File: src/verilog/ebr_pkg.sv
// Constants and types shared by the external bus pin route selector.
package ebr_pkg;

    // ==================================================================
    // Register map and field layout
    localparam logic [15:0] EBR_SEL_ADDR = 16'h1c00;
    localparam int          EBR_PP_LSB   = 12;
    localparam int          EBR_PP_MSB   = 14;
    localparam int          EBR_SP1_LSB  = 10;
    localparam int          EBR_SP1_MSB  = 11;
    localparam int          EBR_SP0_LSB  = 8;
    localparam int          EBR_SP0_MSB  = 9;
    localparam logic [2:0]  EBR_PP_RST   = 3'h0;
    localparam logic [1:0]  EBR_SP_RST   = 2'h0;

    // ==================================================================
    // Pin counts and home positions of each function on the ports
    localparam int EBR_PP_PINS  = 21;
    localparam int EBR_SP_PINS  = 6;
    localparam int EBR_ALL_PINS = 33;
    localparam int EBR_SP0_BASE = 21;
    localparam int EBR_SP1_BASE = 27;
    localparam int EBR_SPI_BASE = 0;
    localparam int EBR_GPIO_BASE = 7;
    localparam int EBR_UART_BASE = 13;
    localparam int EBR_I2S3_BASE = 13;
    localparam int EBR_I2S2_BASE = 17;
    localparam int EBR_SPI_FULL = 7;
    localparam int EBR_SPI_HALF = 4;
    localparam int EBR_GPIO_SIX = 6;
    localparam int EBR_GPIO_EIGHT = 8;
    localparam int EBR_FOUR     = 4;
    localparam int EBR_GPIO_LOW = 4;

    // ==================================================================
    // Routing modes
    typedef enum logic [2:0] {
        PP_OFF       = 3'b000,
        PP_SGUI      = 3'b001,
        PP_GPIO      = 3'b010,
        PP_SPI_I2S3  = 3'b011,
        PP_I2S2_UART = 3'b100,
        PP_SPI_UART  = 3'b101,
        PP_SPI_I2S_GPIO = 3'b110,
        PP_UNDEF     = 3'b111
    } ebr_pp_mode_type;

    typedef enum logic [1:0] {
        SP_CARD   = 2'b00,
        SP_I2S_GPIO = 2'b01,
        SP_GPIO   = 2'b10,
        SP_RSVD   = 2'b11
    } ebr_sp_mode_type;

    // Peripheral functions that may own a pin.
    typedef enum logic [3:0] {
        FN_NONE   = 4'h0,
        FN_SPI    = 4'h1,
        FN_UART   = 4'h2,
        FN_I2S0   = 4'h3,
        FN_I2S1   = 4'h4,
        FN_I2S2   = 4'h5,
        FN_I2S3   = 4'h6,
        FN_MMC0   = 4'h7,
        FN_MMC1   = 4'h8,
        FN_GPIO_PP  = 4'h9,
        FN_GPIO_SP0 = 4'ha,
        FN_GPIO_SP1 = 4'hb
    } ebr_func_type;
    localparam int EBR_FN_COUNT = 12;

    // ==================================================================
    // Carriers
    typedef struct packed {
        logic [7:0] out;
        logic [7:0] oe;
    } ebr_drv_type;

    typedef struct packed {
        ebr_func_type func;
        logic [2:0]   idx;
    } ebr_route_type;

    typedef struct packed {
        ebr_pp_mode_type pp;
        ebr_sp_mode_type sp1;
        ebr_sp_mode_type sp0;
    } ebr_fields_type;

endpackage : ebr_pkg

File: src/verilog/ebr_pin_cell.sv
// One pin driver: picks the owning peripheral's output and enable.
module ebr_pin_cell
    import ebr_pkg::*;
(
    // Routing of this pin
    input  ebr_pkg::ebr_route_type                       route,
    // Drives from every peripheral
    input  ebr_pkg::ebr_drv_type [ebr_pkg::EBR_FN_COUNT-1:0] drv,
    // Next pin values
    output logic                                         out_next,
    output logic                                         oe_next
);

    // A pin with no owner stays undriven and low.
    always_comb begin
        out_next = 1'b0;
        oe_next  = 1'b0;
        if (route.func != FN_NONE) begin
            out_next = drv[route.func].out[route.idx];
            oe_next  = drv[route.func].oe[route.idx];
        end
    end

endmodule : ebr_pin_cell

File: src/verilog/ebr_route_select.sv
// External bus pin route selector with its selection register.
// Function
// - Bits 15, 7, 6 are read-only; writes never change them or routing.
// - Bits 14:12 choose the parallel port routing over 21 pins.
// - Mode 001 routes 7 SPI, 6 GPIO, 4 UART, 4 second I2S signals.
// - Mode 010 routes eight GPIO signals only.
// - Mode 011 routes 4 SPI and 4 third I2S signals.
// - Mode 100 routes 4 second I2S and 4 UART signals.
// - Mode 101 routes 4 SPI and 4 UART signals.
// - Mode 110 routes 7 SPI, 4+4 I2S, 6 GPIO signals.
// - Bits 11:10 choose serial port 1 routing over six pins.
// - Port 1 mode 01 routes four I2S signals plus GPIO 11 and 10.
// - Port 1 mode 10 routes GPIO 11 down to 6.
// - Bits 9:8 choose serial port 0 routing over six pins.
// - Port 0 mode 00 routes all six card controller signals.
// - Port 0 mode 01 routes four I2S signals plus GPIO 5 and 4.
// - Port 0 mode 10 routes GPIO 5 down to 0.
// - New routing takes effect on the next clock cycle.
// - All routing fields reset to zero.
module ebr_route_select
    import ebr_pkg::*;
(
    // Clock and reset
    input  wire logic                                    clk,
    input  wire logic                                    sys_rst,
    // Register port
    input  wire logic [15:0]                             reg_addr,
    input  wire logic [15:0]                             reg_wdata,
    input  wire logic                                    reg_wr,
    input  wire logic                                    reg_rd,
    output logic      [15:0]                             reg_rdata,
    // Peripheral side
    input  ebr_pkg::ebr_drv_type [ebr_pkg::EBR_FN_COUNT-1:0] periph_drv,
    output logic [ebr_pkg::EBR_FN_COUNT-1:0][7:0]        periph_in,
    // Parallel port pins
    input  wire logic [20:0]                             pp_pin_in,
    output logic      [20:0]                             pp_pin_out,
    output logic      [20:0]                             pp_pin_oe,
    // Serial port 0 pins
    input  wire logic [5:0]                              sp0_pin_in,
    output logic      [5:0]                              sp0_pin_out,
    output logic      [5:0]                              sp0_pin_oe,
    // Serial port 1 pins
    input  wire logic [5:0]                              sp1_pin_in,
    output logic      [5:0]                              sp1_pin_out,
    output logic      [5:0]                              sp1_pin_oe
);
    import ebr_pkg::*;

    // ==================================================================
    // Routing decode functions

    // Claims pin p for function f when it lies in [base, base+cnt).
    function automatic ebr_route_type take(ebr_func_type f, int p,
                                           int base, int cnt,
                                           ebr_route_type r);
        ebr_route_type t;
        t = r;
        if (p >= base && p < base + cnt) begin
            t.func = f;
            t.idx  = 3'(p - base);
        end
        return t;
    endfunction : take

    // Owner of parallel pin p in mode m.
    function automatic ebr_route_type pp_route(ebr_pp_mode_type m, int p);
        ebr_route_type r;
        r = '{FN_NONE, 3'h0};
        case (m)
            PP_SGUI: begin
                r = take(FN_SPI, p, EBR_SPI_BASE, EBR_SPI_FULL, r);
                r = take(FN_GPIO_PP, p, EBR_GPIO_BASE, EBR_GPIO_SIX, r);
                r = take(FN_UART, p, EBR_UART_BASE, EBR_FOUR, r);
                r = take(FN_I2S2, p, EBR_I2S2_BASE, EBR_FOUR, r);
            end
            PP_GPIO: begin
                r = take(FN_GPIO_PP, p, EBR_GPIO_BASE, EBR_GPIO_EIGHT, r);
            end
            PP_SPI_I2S3: begin
                r = take(FN_SPI, p, EBR_SPI_BASE, EBR_SPI_HALF, r);
                r = take(FN_I2S3, p, EBR_I2S3_BASE, EBR_FOUR, r);
            end
            PP_I2S2_UART: begin
                r = take(FN_UART, p, EBR_UART_BASE, EBR_FOUR, r);
                r = take(FN_I2S2, p, EBR_I2S2_BASE, EBR_FOUR, r);
            end
            PP_SPI_UART: begin
                r = take(FN_SPI, p, EBR_SPI_BASE, EBR_SPI_HALF, r);
                r = take(FN_UART, p, EBR_UART_BASE, EBR_FOUR, r);
            end
            PP_SPI_I2S_GPIO: begin
                r = take(FN_SPI, p, EBR_SPI_BASE, EBR_SPI_FULL, r);
                r = take(FN_GPIO_PP, p, EBR_GPIO_BASE, EBR_GPIO_SIX, r);
                r = take(FN_I2S3, p, EBR_I2S3_BASE, EBR_FOUR, r);
                r = take(FN_I2S2, p, EBR_I2S2_BASE, EBR_FOUR, r);
            end
            default: begin
                r = '{FN_NONE, 3'h0};
            end
        endcase
        return r;
    endfunction : pp_route

    // Owner of serial pin p; the GPIO pair sits on the top two pins.
    function automatic ebr_route_type sp_route(ebr_sp_mode_type m, int p,
                                               ebr_func_type card,
                                               ebr_func_type i2s,
                                               ebr_func_type gpio);
        ebr_route_type r;
        r = '{FN_NONE, 3'h0};
        case (m)
            SP_CARD: begin
                r = take(card, p, 0, EBR_SP_PINS, r);
            end
            SP_I2S_GPIO: begin
                r = take(gpio, p, EBR_GPIO_LOW, EBR_SP_PINS - EBR_GPIO_LOW, r);
                r.idx = (r.func == gpio) ? 3'(p) : r.idx;
                r = take(i2s, p, 0, EBR_GPIO_LOW, r);
            end
            SP_GPIO: begin
                r = take(gpio, p, 0, EBR_SP_PINS, r);
            end
            default: begin
                r = '{FN_NONE, 3'h0};
            end
        endcase
        return r;
    endfunction : sp_route

    // ==================================================================
    // Selection register

    ebr_fields_type fields_reg;
    ebr_fields_type fields_next;
    logic [15:0]    rdata_next;
    logic           sel_hit;

    assign sel_hit = (reg_addr == EBR_SEL_ADDR);

    // Write takes only the routing fields; read builds the word.
    always_comb begin
        fields_next = fields_reg;
        rdata_next  = 16'h0000;
        if (reg_wr && sel_hit) begin
            fields_next.pp  = ebr_pp_mode_type'(
                              reg_wdata[EBR_PP_MSB:EBR_PP_LSB]);
            fields_next.sp1 = ebr_sp_mode_type'(
                              reg_wdata[EBR_SP1_MSB:EBR_SP1_LSB]);
            fields_next.sp0 = ebr_sp_mode_type'(
                              reg_wdata[EBR_SP0_MSB:EBR_SP0_LSB]);
        end
        if (reg_rd && sel_hit) begin
            rdata_next[EBR_PP_MSB:EBR_PP_LSB]   = fields_reg.pp;
            rdata_next[EBR_SP1_MSB:EBR_SP1_LSB] = fields_reg.sp1;
            rdata_next[EBR_SP0_MSB:EBR_SP0_LSB] = fields_reg.sp0;
        end
    end

    // Registers the fields and the read data.
    always_ff @(posedge clk) begin
        if (sys_rst) begin
            fields_reg <= '{PP_OFF, SP_CARD, SP_CARD};
            reg_rdata  <= 16'h0000;
        end else begin
            fields_reg <= fields_next;
            reg_rdata  <= rdata_next;
        end
    end

    // ==================================================================
    // Pin routing

    ebr_route_type [EBR_ALL_PINS-1:0] route;
    logic [EBR_ALL_PINS-1:0]          pin_in;
    logic [EBR_ALL_PINS-1:0]          out_next;
    logic [EBR_ALL_PINS-1:0]          oe_next;
    logic [EBR_FN_COUNT-1:0][7:0]     periph_in_next;

    assign pin_in = {sp1_pin_in, sp0_pin_in, pp_pin_in};

    always_comb begin
        for (int p = 0; p < EBR_ALL_PINS; p++) begin
            if (p < EBR_SP0_BASE) begin
                route[p] = pp_route(fields_reg.pp, p);
            end else if (p < EBR_SP1_BASE) begin
                route[p] = sp_route(fields_reg.sp0, p - EBR_SP0_BASE,
                                    FN_MMC0, FN_I2S0, FN_GPIO_SP0);
            end else begin
                route[p] = sp_route(fields_reg.sp1, p - EBR_SP1_BASE,
                                    FN_MMC1, FN_I2S1, FN_GPIO_SP1);
            end
        end
    end

    genvar gi;
    generate
        for (gi = 0; gi < EBR_ALL_PINS; gi++) begin : g_cell
            ebr_pin_cell u_cell (
                .route    (route[gi]),
                .drv      (periph_drv),
                .out_next (out_next[gi]),
                .oe_next  (oe_next[gi])
            );
        end
    endgenerate

    always_comb begin
        periph_in_next = '0;
        for (int p = 0; p < EBR_ALL_PINS; p++) begin
            if (route[p].func != FN_NONE) begin
                periph_in_next[route[p].func][route[p].idx] = pin_in[p];
            end
        end
    end

    always_ff @(posedge clk) begin
        if (sys_rst) begin
            pp_pin_out  <= 21'h0;
            pp_pin_oe   <= 21'h0;
            sp0_pin_out <= 6'h00;
            sp0_pin_oe  <= 6'h00;
            sp1_pin_out <= 6'h00;
            sp1_pin_oe  <= 6'h00;
            periph_in   <= '0;
        end else begin
            pp_pin_out  <= out_next[20:0];
            pp_pin_oe   <= oe_next[20:0];
            sp0_pin_out <= out_next[26:21];
            sp0_pin_oe  <= oe_next[26:21];
            sp1_pin_out <= out_next[32:27];
            sp1_pin_oe  <= oe_next[32:27];
            periph_in   <= periph_in_next;
        end
    end
endmodule : ebr_route_select
File: config.mk
export PLATFORM = sky130hd
export DESIGN_NAME = ebr_route_select
export DESIGN_NICKNAME = d
export VERILOG_FILES = /design/src/verilog/ebr_pkg.sv /design/src/verilog/ebr_pin_cell.sv /design/src/verilog/ebr_route_select.sv
export SDC_FILE = /design/constraint.sdc
export NUM_CORES = 1
export LEC_CHECK = 0
export BUFFER_PORTS_ARGS = -buffer_cell sky130_fd_sc_hd__buf_2
export CAP_MARGIN = 20
export CORE_AREA = 4 4 168 170
export DETAILED_ROUTE_END_ITERATION = 7
export DIE_AREA = 0 0 172 174
export PLACE_DENSITY = 0.61
export SYNTH_ARGS = -nofsm -noshare
export SYNTH_HDL_FRONTEND = slang
export SYNTH_SLANG_ARGS = --single-unit
File: constraint.sdc
create_clock -name clk -period 1.9 [get_ports clk]
set_input_delay 0.19 -clock clk [delete_from_list [all_inputs] [get_ports clk]]
set_output_delay 0.19 -clock clk [all_outputs]
set_load 0.01 [all_outputs]
==> results.py, run 1 <==
metrics = {
    "sta": {
        "rsz0062_at_grt": "no",
        "drv_slew": 0,
        "relSlewSlack_pct": 53.7,
        "setup_tns_ps": 0,
        "fin_crit_sh_pct": 94.2,
        "min_period_ps": 1790,
        "fmax_ghz": 0.559,
        "fin_ws_ps": 110,
        "tightest_slew_ps": 692,
        "timing_hold_violations_final": 0,
        "finalSetupViolCount": 0,
        "skew_ps": 14.0,
    },
    "floorplan": {
        "fp.dieH_um": 174,
        "initial_core_util_pct": 23.3,
        "pin_count": 439,
        "core_area_um2": 26700,
        "dieArea_um2": 29900,
        "fp.dieW_um": 172,
        "row_count": 60,
    },
    "critical_path": {
        "required_ps": 2200,
        "critPathMaxFanout": 16,
        "cp.arrival_ps": 2090,
        "reg2reg_depth": 6,
        "r2r_start": "fields_reg[2]",
        "start_kind": "flop",
        "cp-end-kind": "flop",
        "worstSetupPathType": "flop to flop",
        "r2r_slack_ps": 110,
        "reg2reg_to": "sp1_pin_oe[0]",
    },
    "place": {
        "port_buffers": 343,
        "globalplace.congestion": 0.800,
        "dpl_cell_area_um2": 8520,
        "preCtsSetupSlack_ps": 3.76,
        "place_hpwl_um": 19100,
    },
    "routing": {
        "routed_wl_um": 24400,
        "ant_nets": 0,
        "drc": 0,
        "wl_per_cell_um": 17.3,
        "vias": 5988,
        "viasPerCell": 4.25,
        "drt-pass1-iter-count": 5,
        "first_iter_violations": 247,
    },
    "logic_synthesis": {
        "synth.cell_area_um2": 6230,
        "netlist.area_leader.share_pct": 51.8,
        "synth.avg_cell_area_um2": 10.0,
        "yosysTopAreaCell": "dfxtp_1",
        "ys_top_cells_by_area": "dfxtp_1, and2_1, mux2i_1, a21oi_1, buf_4",
        "synth-edff-count": 0,
        "yosys-top-cells-count": "dfxtp_1, and2_1, nor2_1, a21oi_1, mux2i_1",
        "yosys_warnings": 0,
        "syn_inst": 620,
        "seq_area_frac_synth_pct": 51.8,
        "synth-seq-cells": 161,
        "synth_most_common_cell": "dfxtp_1",
        "synth_ff_type": "dfxtp_1",
        "synthArstFlopShare_pct": 0,
        "ys_types": 49,
    },
    "power_and_ir_drop": {
        "powerDensity_nw_per_um2": 809,
        "p_int_mw": 6.00,
        "pwr-share-seq_pct": 43.8,
        "power.leakage_nw": 4.70,
        "power_mw": 7.87,
        "p_sw_share_pct": 23.7,
        "vdd_drop_max_uv": 436,
        "p_clk_share_pct": 48.5,
        "netSwitchingPower_mw": 1.87,
        "comb_power_share_pct": 7.7,
    },
    "run_status": {
        "outcome": "complete, no violations",
    },
    "layout": {
        "largest_reg_flops": 81,
        "synthToLayoutAreaGrowth_pct": 56.3,
        "final_cell_area_um2": 9740,
        "drive_gt1_share_pct": 41.2,
        "top_regs": "periph_in (81), pp_pin_oe (21), pp_pin_out (21)",
        "nNetsFinal": 1328,
        "regMostFlops": "periph_in",
    },
    "grt": {
        "grt.overflow.total": 0,
        "grt_pass1_vias": 6075,
        "antenna_found_initial": 5,
        "grt_max_degree": 22,
        "use_met3_pct": 5.09,
        "grt_pass1_wl_um": 34800,
        "use_met2_pct": 27.2,
        "grt_busiest_layer": "met2",
        "use_met1_pct": 17.7,
        "grt_usage_pct": 15.4,
    },
    "clocking": {
        "cts_tree": "built",
        "clk_path_buf_depth": 2,
        "cts_sinks": 161,
        "clk_latency_ps": 430,
        "cts_buffers": 17,
        "htreeDepth": 4,
        "cts-root-buf": "clkbuf_16",
        "cts.clk_slew.worst_paths_ps": 70,
    },
    "flow_run": {
        "drv_cap": 0,
    },
    "worst_hold_path": {
        "holdPathStages": 3,
        "min_to": "fields_reg[3]",
        "hold_class": "input port to flop",
        "min-delay-start": "reg_wdata[11]",
    },
}
## layout by cell type (no fill, tap or decap), types with 3 or more instances in the layout
cell / netlist / routed
clkbuf_16: 0 / 17
a22oi_1: 19 / 19
buf_12: 0 / 3
inv_6: 0 / 6
buf_2: 9 / 343
mux4_2: 8 / 8
nor2_1: 47 / 47
dlygate4sd3_1: 0 / 54
diode_2: 0 / 3
nor3_1: 13 / 12
nand2_1: 21 / 21
a21oi_1: 44 / 44
and2_1: 62 / 62
o21ai_0: 17 / 17
mux2i_1: 36 / 36
nand3_1: 31 / 31
conb_1: 1 / 42
ha_1: 15 / 14
nor2b_1: 9 / 9
and3b_1: 4 / 4
a221oi_1: 3 / 3
bufinv_16: 0 / 4
nand2b_1: 3 / 3
and3_1: 15 / 15
dfxtp_1: 161 / 159
inv_1: 11 / 11
buf_4: 26 / 36
## worst max path at each step
stage,start,slack [ps],endpoint
2_1_floorplan,fields_reg[1],20,sp0_pin_oe[4]
3_3_place_gp,fields_reg[2],50,periph_in[91]
3_5_place_dp,fields_reg[2],4,periph_in[90]
4_1_cts,fields_reg[2],10,periph_in[27]
5_1_grt,fields_reg[2],9,periph_in[57]
6_report,fields_reg[2],110,sp1_pin_oe[0]
## metrics by stage
| step | util [%] | hold WS (ps) | cells |
|---|---|---|---|
| floorplan | - | 312 | 661 |
| global placement | 31.9 | 389 | 1320 |
| detailed placement | 31.9 | 393 | 1320 |
| CTS | 36.3 | 2.03 | 1406 |
| global route | 36.4 | 6.89 | 1408 |
| finish | 36.4 | 21.3 | 1409 |
## cell type report
class | instances | area [um2]
repair buffers | 437 | 2600
clock inverters | 14 | 216
multi-input cells | 424 | 2790
well taps | 341 | 427
inverters | 11 | 41.3
clock buffers | 18 | 429
fillers | 2690 | 17000
diodes | 3 | 7.51
flip-flops and latches | 161 | 3230
## cells by family after synthesis
group / Yosys count / synth area share [%]
and+or+nand+nor: 222 / 19.5
DFF: 161 / 51.8
AOI/OAI and AO/OA: 98 / 10.0
buffers and inverters: 76 / 6.49
muxes: 46 / 9.04
adders and majority gates: 15 / 3.01
other: 1 / 0.0602
xor gates and xnor gates: 1 / 0.141
## worst max-delay path: stages, from the launching register on
cell and delay, ps:
dfxtp_2 360, inv_1 130, ha_1 240, buf_12 190
mux4_2 520, a21oi_1 150, nor2_1 50
## timing repair
item | CTS | global route
setup endpoints to repair | 2 | 18
hold endpoints to repair | 55 | 0
hold buffers | 54 | 0
buffers inserted | 0 | 0
gates resized for setup | 1 | 5
## power groups by stage
stage / clock [mW] / combinational (mW) / sequential [mW]
after global routing: 4.07 / 0.665 / 3.45
after floorplan: 0 / 0.182 / 3.56
after detailed placement: 0 / 0.520 / 3.53
after CTS: 3.94 / 0.609 / 3.45
after global placement: 0 / 0.517 / 3.53
final: 3.82 / 0.609 / 3.45
## metal layers
layer  vias to the layer above  share of wire (%)
met1                      2719                 40
met5                         -               0.11
met4                         4                1.7
li1                       2925                  -
met3                        30                9.6
met2                       310                 49
(Power assumes the default switching activity.)
==> inputs of run 2 (changes only) <==
--- a/config.mk
+++ b/config.mk
@@ -10,7 +10,6 @@
 export CORE_AREA = 4 4 168 170
 export DETAILED_ROUTE_END_ITERATION = 7
 export DIE_AREA = 0 0 172 174
-export PLACE_DENSITY = 0.61
 export SYNTH_ARGS = -nofsm -noshare
 export SYNTH_HDL_FRONTEND = slang
 export SYNTH_SLANG_ARGS = --single-unit
==> run 2 against run 1 <==
Compared with the run above: clock skew decreased by 3.5 ps; flip-flop and latch count unchanged; largest power group unchanged; critical path depth unchanged; die area unchanged; via count increased by 0.37%; cell count about the same; worst setup slack got worse by 17 ps; combinational power about the same; sequential share of layout area decreased by 0.051 points.
==> results.py, run 2 (same netlist as run 1, synthesis figures left out) <==
metrics = {
    "layout": {
        "final_cell_area_um2": 9750,
        "num_antenna_cells": 0,
        "top_regs": "periph_in (81), pp_pin_oe (21), pp_pin_out (21)",
        "largest_reg_flops": 81,
        "nNetsFinal": 1330,
        "synthToLayoutAreaGrowth_pct": 56.5,
        "layout_commonest_cell": "buf_2",
        "drive_gt1_share_pct": 41.7,
        "layout_common_cells": "buf_2, dfxtp_1, and2_1",
        "regMostFlops": "periph_in",
        "fin_util_pct": 36.5,
        "stdcell_count": 1408,
    },
    "sta": {
        "relSlewSlack_pct": 57.1,
        "finalSetupViolCount": 0,
        "fin_hold_ws_ps": 18.4,
        "fin_crit_sh_pct": 95.1,
        "setup_tns_ps": 0,
        "fmax_ghz": 0.553,
        "rsz0062_at_grt": "no",
        "tightest_slew_ps": 628,
        "skew_ps": 10.5,
        "timing_hold_violations_final": 0,
        "drv_slew": 0,
        "min_period_ps": 1810,
    },
    "grt": {
        "grt_usage_pct": 16.0,
        "grt.overflow.total": 0,
        "grt_pass1_wl_um": 36000,
        "antenna_found_initial": 0,
        "grt_max_degree": 27,
        "grt_pass1_vias": 6229,
    },
    "critical_path": {
        "critPathMaxFanout": 15,
        "cp-end-kind": "flop",
        "critPathSlowestCell": "mux4_2",
        "path_cells": "inv_1 > ha_1 > buf_12 > mux4_2 > a21oi_1 > nor2_1",
        "worstSetupPathType": "flop to flop",
        "cp.arrival_ps": 2110,
        "required_ps": 2200,
        "start_kind": "flop",
        "critical_path.top_delay_family": "multiplexers",
        "cp_slowest_stage_delay_ps": 500,
        "path_buf_inv": 2,
    },
    "clocking": {
        "cts.clk_slew.worst_paths_ps": 70,
        "cts_tree": "built",
        "post_cts_buffers": 0,
        "htreeDepth": 4,
        "cts-root-buf": "clkbuf_16",
        "clk_latency_ps": 420,
        "cts_sinks": 161,
        "clk_path_buf_depth": 2,
        "cts_buffers": 17,
    },
    "power_and_ir_drop": {
        "comb_power_share_pct": 7.8,
        "vdd_drop_max_uv": 414,
        "pwr-share-seq_pct": 43.7,
        "p_int_mw": 6.04,
        "netSwitchingPower_mw": 1.86,
        "powerDensity_nw_per_um2": 810,
        "p_clk_share_pct": 48.5,
        "p_sw_share_pct": 23.5,
        "power.leakage_nw": 4.73,
    },
    "routing": {
        "wl_per_cell_um": 17.8,
        "ant_nets": 0,
        "viasPerCell": 4.27,
        "drt-pass1-iter-count": 4,
        "vias": 6010,
        "first_iter_violations": 347,
        "drc": 0,
        "routed_wl_um": 25100,
    },
    "place": {
        "dpl_cell_area_um2": 8550,
        "place_hpwl_um": 19600,
        "globalplace.congestion": 0.808,
        "port_buffers": 343,
        "dpl.cell_count": 1324,
    },
    "floorplan": {
        "row_count": 60,
        "core_area_um2": 26700,
        "dieArea_um2": 29900,
        "fp.dieH_um": 174,
        "pin_count": 439,
        "fp.dieW_um": 172,
        "initial_core_util_pct": 23.3,
    },
    "worst_hold_path": {
        "hold_class": "input port to flop",
    },
    "run_status": {
        "outcome": "complete, no violations",
    },
    "flow_run": {
        "drv_cap": 0,
    },
}
==> run 2: cell count changes in the layout (fill, tap and decap cells not counted), moves of 2 or more <==
cell / change
dlygate4sd3_1: -2
diode_2: -3
ha_2: +2
ha_1: -2
buf_4: +5
==> run 2: power groups by stage <==
stage / combinational (mW) / sequential [mW] / clock [mW]
global placement: 0.527 / 3.53 / 0
CTS: 0.611 / 3.45 / 3.96
global route: 0.670 / 3.45 / 4.11
finish: 0.612 / 3.45 / 3.83
floorplan: 0.182 / 3.56 / 0
detailed placement: 0.527 / 3.53 / 0
==> run 2: per-layer routing <==
metal	up-vias	GRT usage, %	part of all wire (%)
met1	2720	18.8	40
met2	336	28.4	49
met4	0	5.47	2.4
met3	35	3.62	7.9
met5	-	0	0
li1	2919	-	-
==> run 2: worst register-to-register path: stages (launching register included) <==
cell,delay (ps)
dfxtp_1,370
inv_1,160
ha_1,240
buf_12,180
mux4_2,510
a21oi_1,170
nor2_1,50
==> run 2: area by class of cell <==
class,instances,area [um2]
fill,2700,17000
sequential,161,3220
multi-input combinational,424,2800
timing repair buffer,439,2610
clock buffer,18,439
tap,341,427
clock inverter,14,213
inverter,11,41.3
==> run 2: what timing repair did <==
action,CTS,global route
setup endpoints to repair,3,9
resized for setup,1,6
cloned,0,0
hold endpoints to repair,51,1
hold buffers,51,1
pin swaps,0,0
==> run 2: final timing paths <==
kind / from / end / slack [ps] / cells past startpoint
worst max-delay path: fields_reg[3] / sp1_pin_oe[3] / 90 / 6
worst min-delay path: periph_drv[154] / pp_pin_out[9] / 20 / 2
worst max register to register: fields_reg[3] / sp1_pin_oe[3] / 90 / 6
worst min register to register: fields_reg[2] / fields_reg[2] / 500 / 2
==> run 2: metrics by stage <==
stage          setup slack (ps)  power [mW]
2_1_floorplan              20.3        3.74
6_report                   93.1        7.89
5_1_grt                    1.03        8.24
3_3_place_gp               -172        4.05
3_5_place_dp               -161        4.05
4_1_cts                    74.4        8.02
==> inputs of run 3 (changes only) <==
--- a/config.mk
+++ b/config.mk
@@ -5,11 +5,13 @@
 export SDC_FILE = /design/constraint.sdc
 export NUM_CORES = 1
 export LEC_CHECK = 0
+export ABC_AREA = 1
 export BUFFER_PORTS_ARGS = -buffer_cell sky130_fd_sc_hd__buf_2
 export CAP_MARGIN = 20
-export CORE_AREA = 4 4 168 170
+export CORE_AREA = 4 4 169 171
+export CTS_BUF_LIST = sky130_fd_sc_hd__clkbuf_16
 export DETAILED_ROUTE_END_ITERATION = 7
-export DIE_AREA = 0 0 172 174
+export DIE_AREA = 0 0 173 175
 export SYNTH_ARGS = -nofsm -noshare
 export SYNTH_HDL_FRONTEND = slang
 export SYNTH_SLANG_ARGS = --single-unit
==> run 3 against run 2 <==
Compared with the run above: cell count increased by 16%; sequential share of layout area down 0.059 points; maximum frequency rose by 3.6%; flip-flop and latch count did not move; clock skew fell by 2.4 ps; sequential power about the same; first-iteration DRC count up 1.2%; synthesized area increased by 1.7%; routed wire length up 10%; combinational power increased by 7.4%; worst setup slack better by 64 ps; critical path type unchanged; largest cell class unchanged; largest power group unchanged.
==> results.py, run 3 <==
metrics = {
    "run_status": {
        "outcome": "complete, no violations",
    },
    "grt": {
        "grt_pass1_vias": 6838,
        "grt_max_degree": 30,
        "antenna_found_initial": 9,
        "grt_pass1_wl_um": 40400,
        "grt_usage_pct": 17.5,
        "grt.overflow.total": 0,
    },
    "critical_path": {
        "crit_top_cell": "o21ai_0",
        "worstSetupPathType": "flop to flop",
        "cp_slowest_stage_delay_ps": 360,
        "cp-end-kind": "flop",
        "critPathMaxFanout": 13,
        "critPathSlowestCell": "dfxtp_1",
        "path_buf_inv": 3,
        "path_cells": "inv_1 > ha_1 > clkinvlp_4 > buf_4 > o21ai_0 > o21ai_0 > a22oi_1 > nor2_1",
        "critical_path.top_delay_family": "compound AO/OA/AOI/OAI gates",
        "required_ps": 2210,
        "cp.arrival_ps": 2050,
        "start_kind": "flop",
    },
    "power_and_ir_drop": {
        "p_sw_share_pct": 26.7,
        "pwr-share-seq_pct": 44.6,
        "p_int_mw": 5.67,
        "powerDensity_nw_per_um2": 792,
        "power.leakage_nw": 5.27,
        "p_clk_share_pct": 46.9,
        "comb_power_share_pct": 8.5,
        "netSwitchingPower_mw": 2.06,
        "vdd_drop_max_uv": 462,
    },
    "routing": {
        "viasPerCell": 4.26,
        "routed_wl_um": 27600,
        "drc": 0,
        "first_iter_violations": 351,
        "ant_nets": 0,
        "drt-pass1-iter-count": 5,
        "vias": 6950,
        "wl_per_cell_um": 16.9,
    },
    "floorplan": {
        "dieArea_um2": 30300,
        "fp.dieH_um": 175,
        "core_area_um2": 26900,
        "fp.dieW_um": 173,
        "initial_core_util_pct": 23.6,
        "pin_count": 439,
        "row_count": 60,
    },
    "flow_run": {
        "drv_cap": 0,
    },
    "logic_synthesis": {
        "syn_inst": 831,
        "synth-seq-cells": 161,
        "synth_ff_type": "dfxtp_1",
        "synth.avg_cell_area_um2": 7.62,
        "yosysTopAreaCell": "dfxtp_1",
        "synth-edff-count": 0,
        "synthArstFlopShare_pct": 0,
        "synth_most_common_cell": "dfxtp_1",
        "ys_types": 33,
        "yosys-top-cells-count": "dfxtp_1, nor2_1, nand2_1, inv_1, o21ai_0",
        "seq_area_frac_synth_pct": 50.9,
        "synth.cell_area_um2": 6330,
        "yosys_warnings": 0,
        "netlist.area_leader.share_pct": 50.9,
        "ys_top_cells_by_area": "dfxtp_1, nor2_1, nand2_1, inv_1, o21ai_0",
    },
    "layout": {
        "regMostFlops": "periph_in",
        "regArea_um2": 3220,
        "layout_commonest_cell": "buf_2",
        "multi_input_area_um2": 2530,
        "synthToLayoutAreaGrowth_pct": 54.2,
        "layout_common_cells": "buf_2, dfxtp_1, nor2_1",
        "drive_gt1_share_pct": 32.8,
        "top_regs": "periph_in (81), pp_pin_oe (21), pp_pin_out (21)",
        "fillers": 2826,
        "largest_reg_flops": 81,
        "nNetsFinal": 1551,
        "fin_util_pct": 36.3,
    },
    "clocking": {
        "cts-root-buf": "clkbuf_16",
        "clk_latency_ps": 420,
        "cts_sinks": 161,
        "cts_tree": "built",
        "cts.clk_slew.worst_paths_ps": 70,
        "htreeDepth": 4,
        "clk_path_buf_depth": 2,
        "cts_buffers": 17,
    },
    "sta": {
        "finalSetupViolCount": 0,
        "setup_tns_ps": 0,
        "skew_ps": 8.08,
        "fin_crit_sh_pct": 91.8,
        "relSlewSlack_pct": 58.7,
        "min_period_ps": 1740,
        "fmax_ghz": 0.574,
        "tightest_slew_ps": 617,
        "fin_hold_ws_ps": 16.6,
        "drv_slew": 0,
        "timing_hold_violations_final": 0,
        "rsz0062_at_grt": "no",
    },
    "place": {
        "port_buffers": 347,
        "place_hpwl_um": 21800,
        "globalplace.congestion": 0.822,
    },
    "worst_hold_path": {
        "hold_class": "input port to flop",
    },
}
==> run 3: changes by cell type in the layout (fill, tap and decap cells not counted), moves of 11 or more <==
cell,delta
nand2_1,+117
nor2_1,+106
inv_1,+97
and2_1,-62
o21ai_0,+49
mux2i_1,-36
and3_1,-15
buf_4,-13
a22oi_1,-11
==> run 3: power groups by stage <==
stage	clock (mW)	sequential, mW	combinational, mW
2_1_floorplan	0	3.56	0.204
3_3_place_gp	0	3.53	0.566
3_5_place_dp	0	3.53	0.566
4_1_cts	3.74	3.45	0.655
5_1_grt	3.87	3.46	0.723
6_report	3.63	3.45	0.657
==> run 3: worst register-to-register path, stage by stage (launching register included) <==
cell        delay, ps
dfxtp_1           360
inv_1              90
ha_1              360
clkinvlp_4        130
buf_4             190
o21ai_0           190
o21ai_0           110
a22oi_1           140
nor2_1             60
==> run 3: path summary, 6_finish.rpt <==
| check | startpoint | slack, ps | end | cells after the start |
|---|---|---|---|---|
| worst max-delay path | fields_reg[3] | 160 | sp1_pin_out[3] | 8 |
| worst min-delay path | reg_wdata[11] | 20 | fields_reg[3] | 3 |
| worst max register to register | fields_reg[3] | 160 | sp1_pin_out[3] | 8 |
| worst min register to register | fields_reg[4] | 570 | reg_rdata[12] | 2 |
==> run 3: timing repair <==
action	CTS	global route
hold buffers	54	0
setup endpoints to repair	0	6
buffers inserted	0	1
gates resized for setup	0	3
hold endpoints to repair	56	0
==> run 3: cells by family (layout without fill, tap and decap cells) <==
logic type / after synthesis / count (layout) / share of synthesized area, %
other: 1 / 46 / 0.0592
AO/OA/AOI/OAI: 150 / 150 / 13.1
adder cells (fa/ha/maj): 15 / 15 / 2.96
buffers and inverters: 163 / 579 / 11.5
AND/OR/NAND/NOR: 341 / 341 / 21.4
flip-flops: 161 / 161 / 50.9
==> run 3: through the flow <==
stage	instance area, um2	worst slack (ps)	power (mW)	instances
after floorplan	6480	52.0	3.77	872
after global placement	8580	173	4.09	1542
after detailed placement	8580	152	4.09	1542
after CTS	9740	128	7.84	1628
after global routing	9760	0.109	8.05	1633
final	9760	157	7.73	1633
==> run 3: final cells by class <==
cell class / instances / share of cell area, %
Tap cell: 341 / 4.37
Clock inverter: 15 / 1.99
Clock buffer: 17 / 4.36
Multi-Input combinational cell: 548 / 25.9
Timing Repair Buffer: 430 / 25.7
Sequential cell: 161 / 33.0
Inverter: 117 / 4.54
Antenna cell: 4 / 0.103
==> run 3: layer usage <==
metal / GRT usage, % / up-vias / share of wire (%) / wire length, um
li1: - / 3433 / - / -
met1: 19.8 / 3118 / 39 / 10800
met2: 30.8 / 355 / 49 / 13500
met3: 6.45 / 34 / 9.7 / 2680
met4: 5.35 / 10 / 1.6 / 450
met5: 0 / - / 0.23 / 63
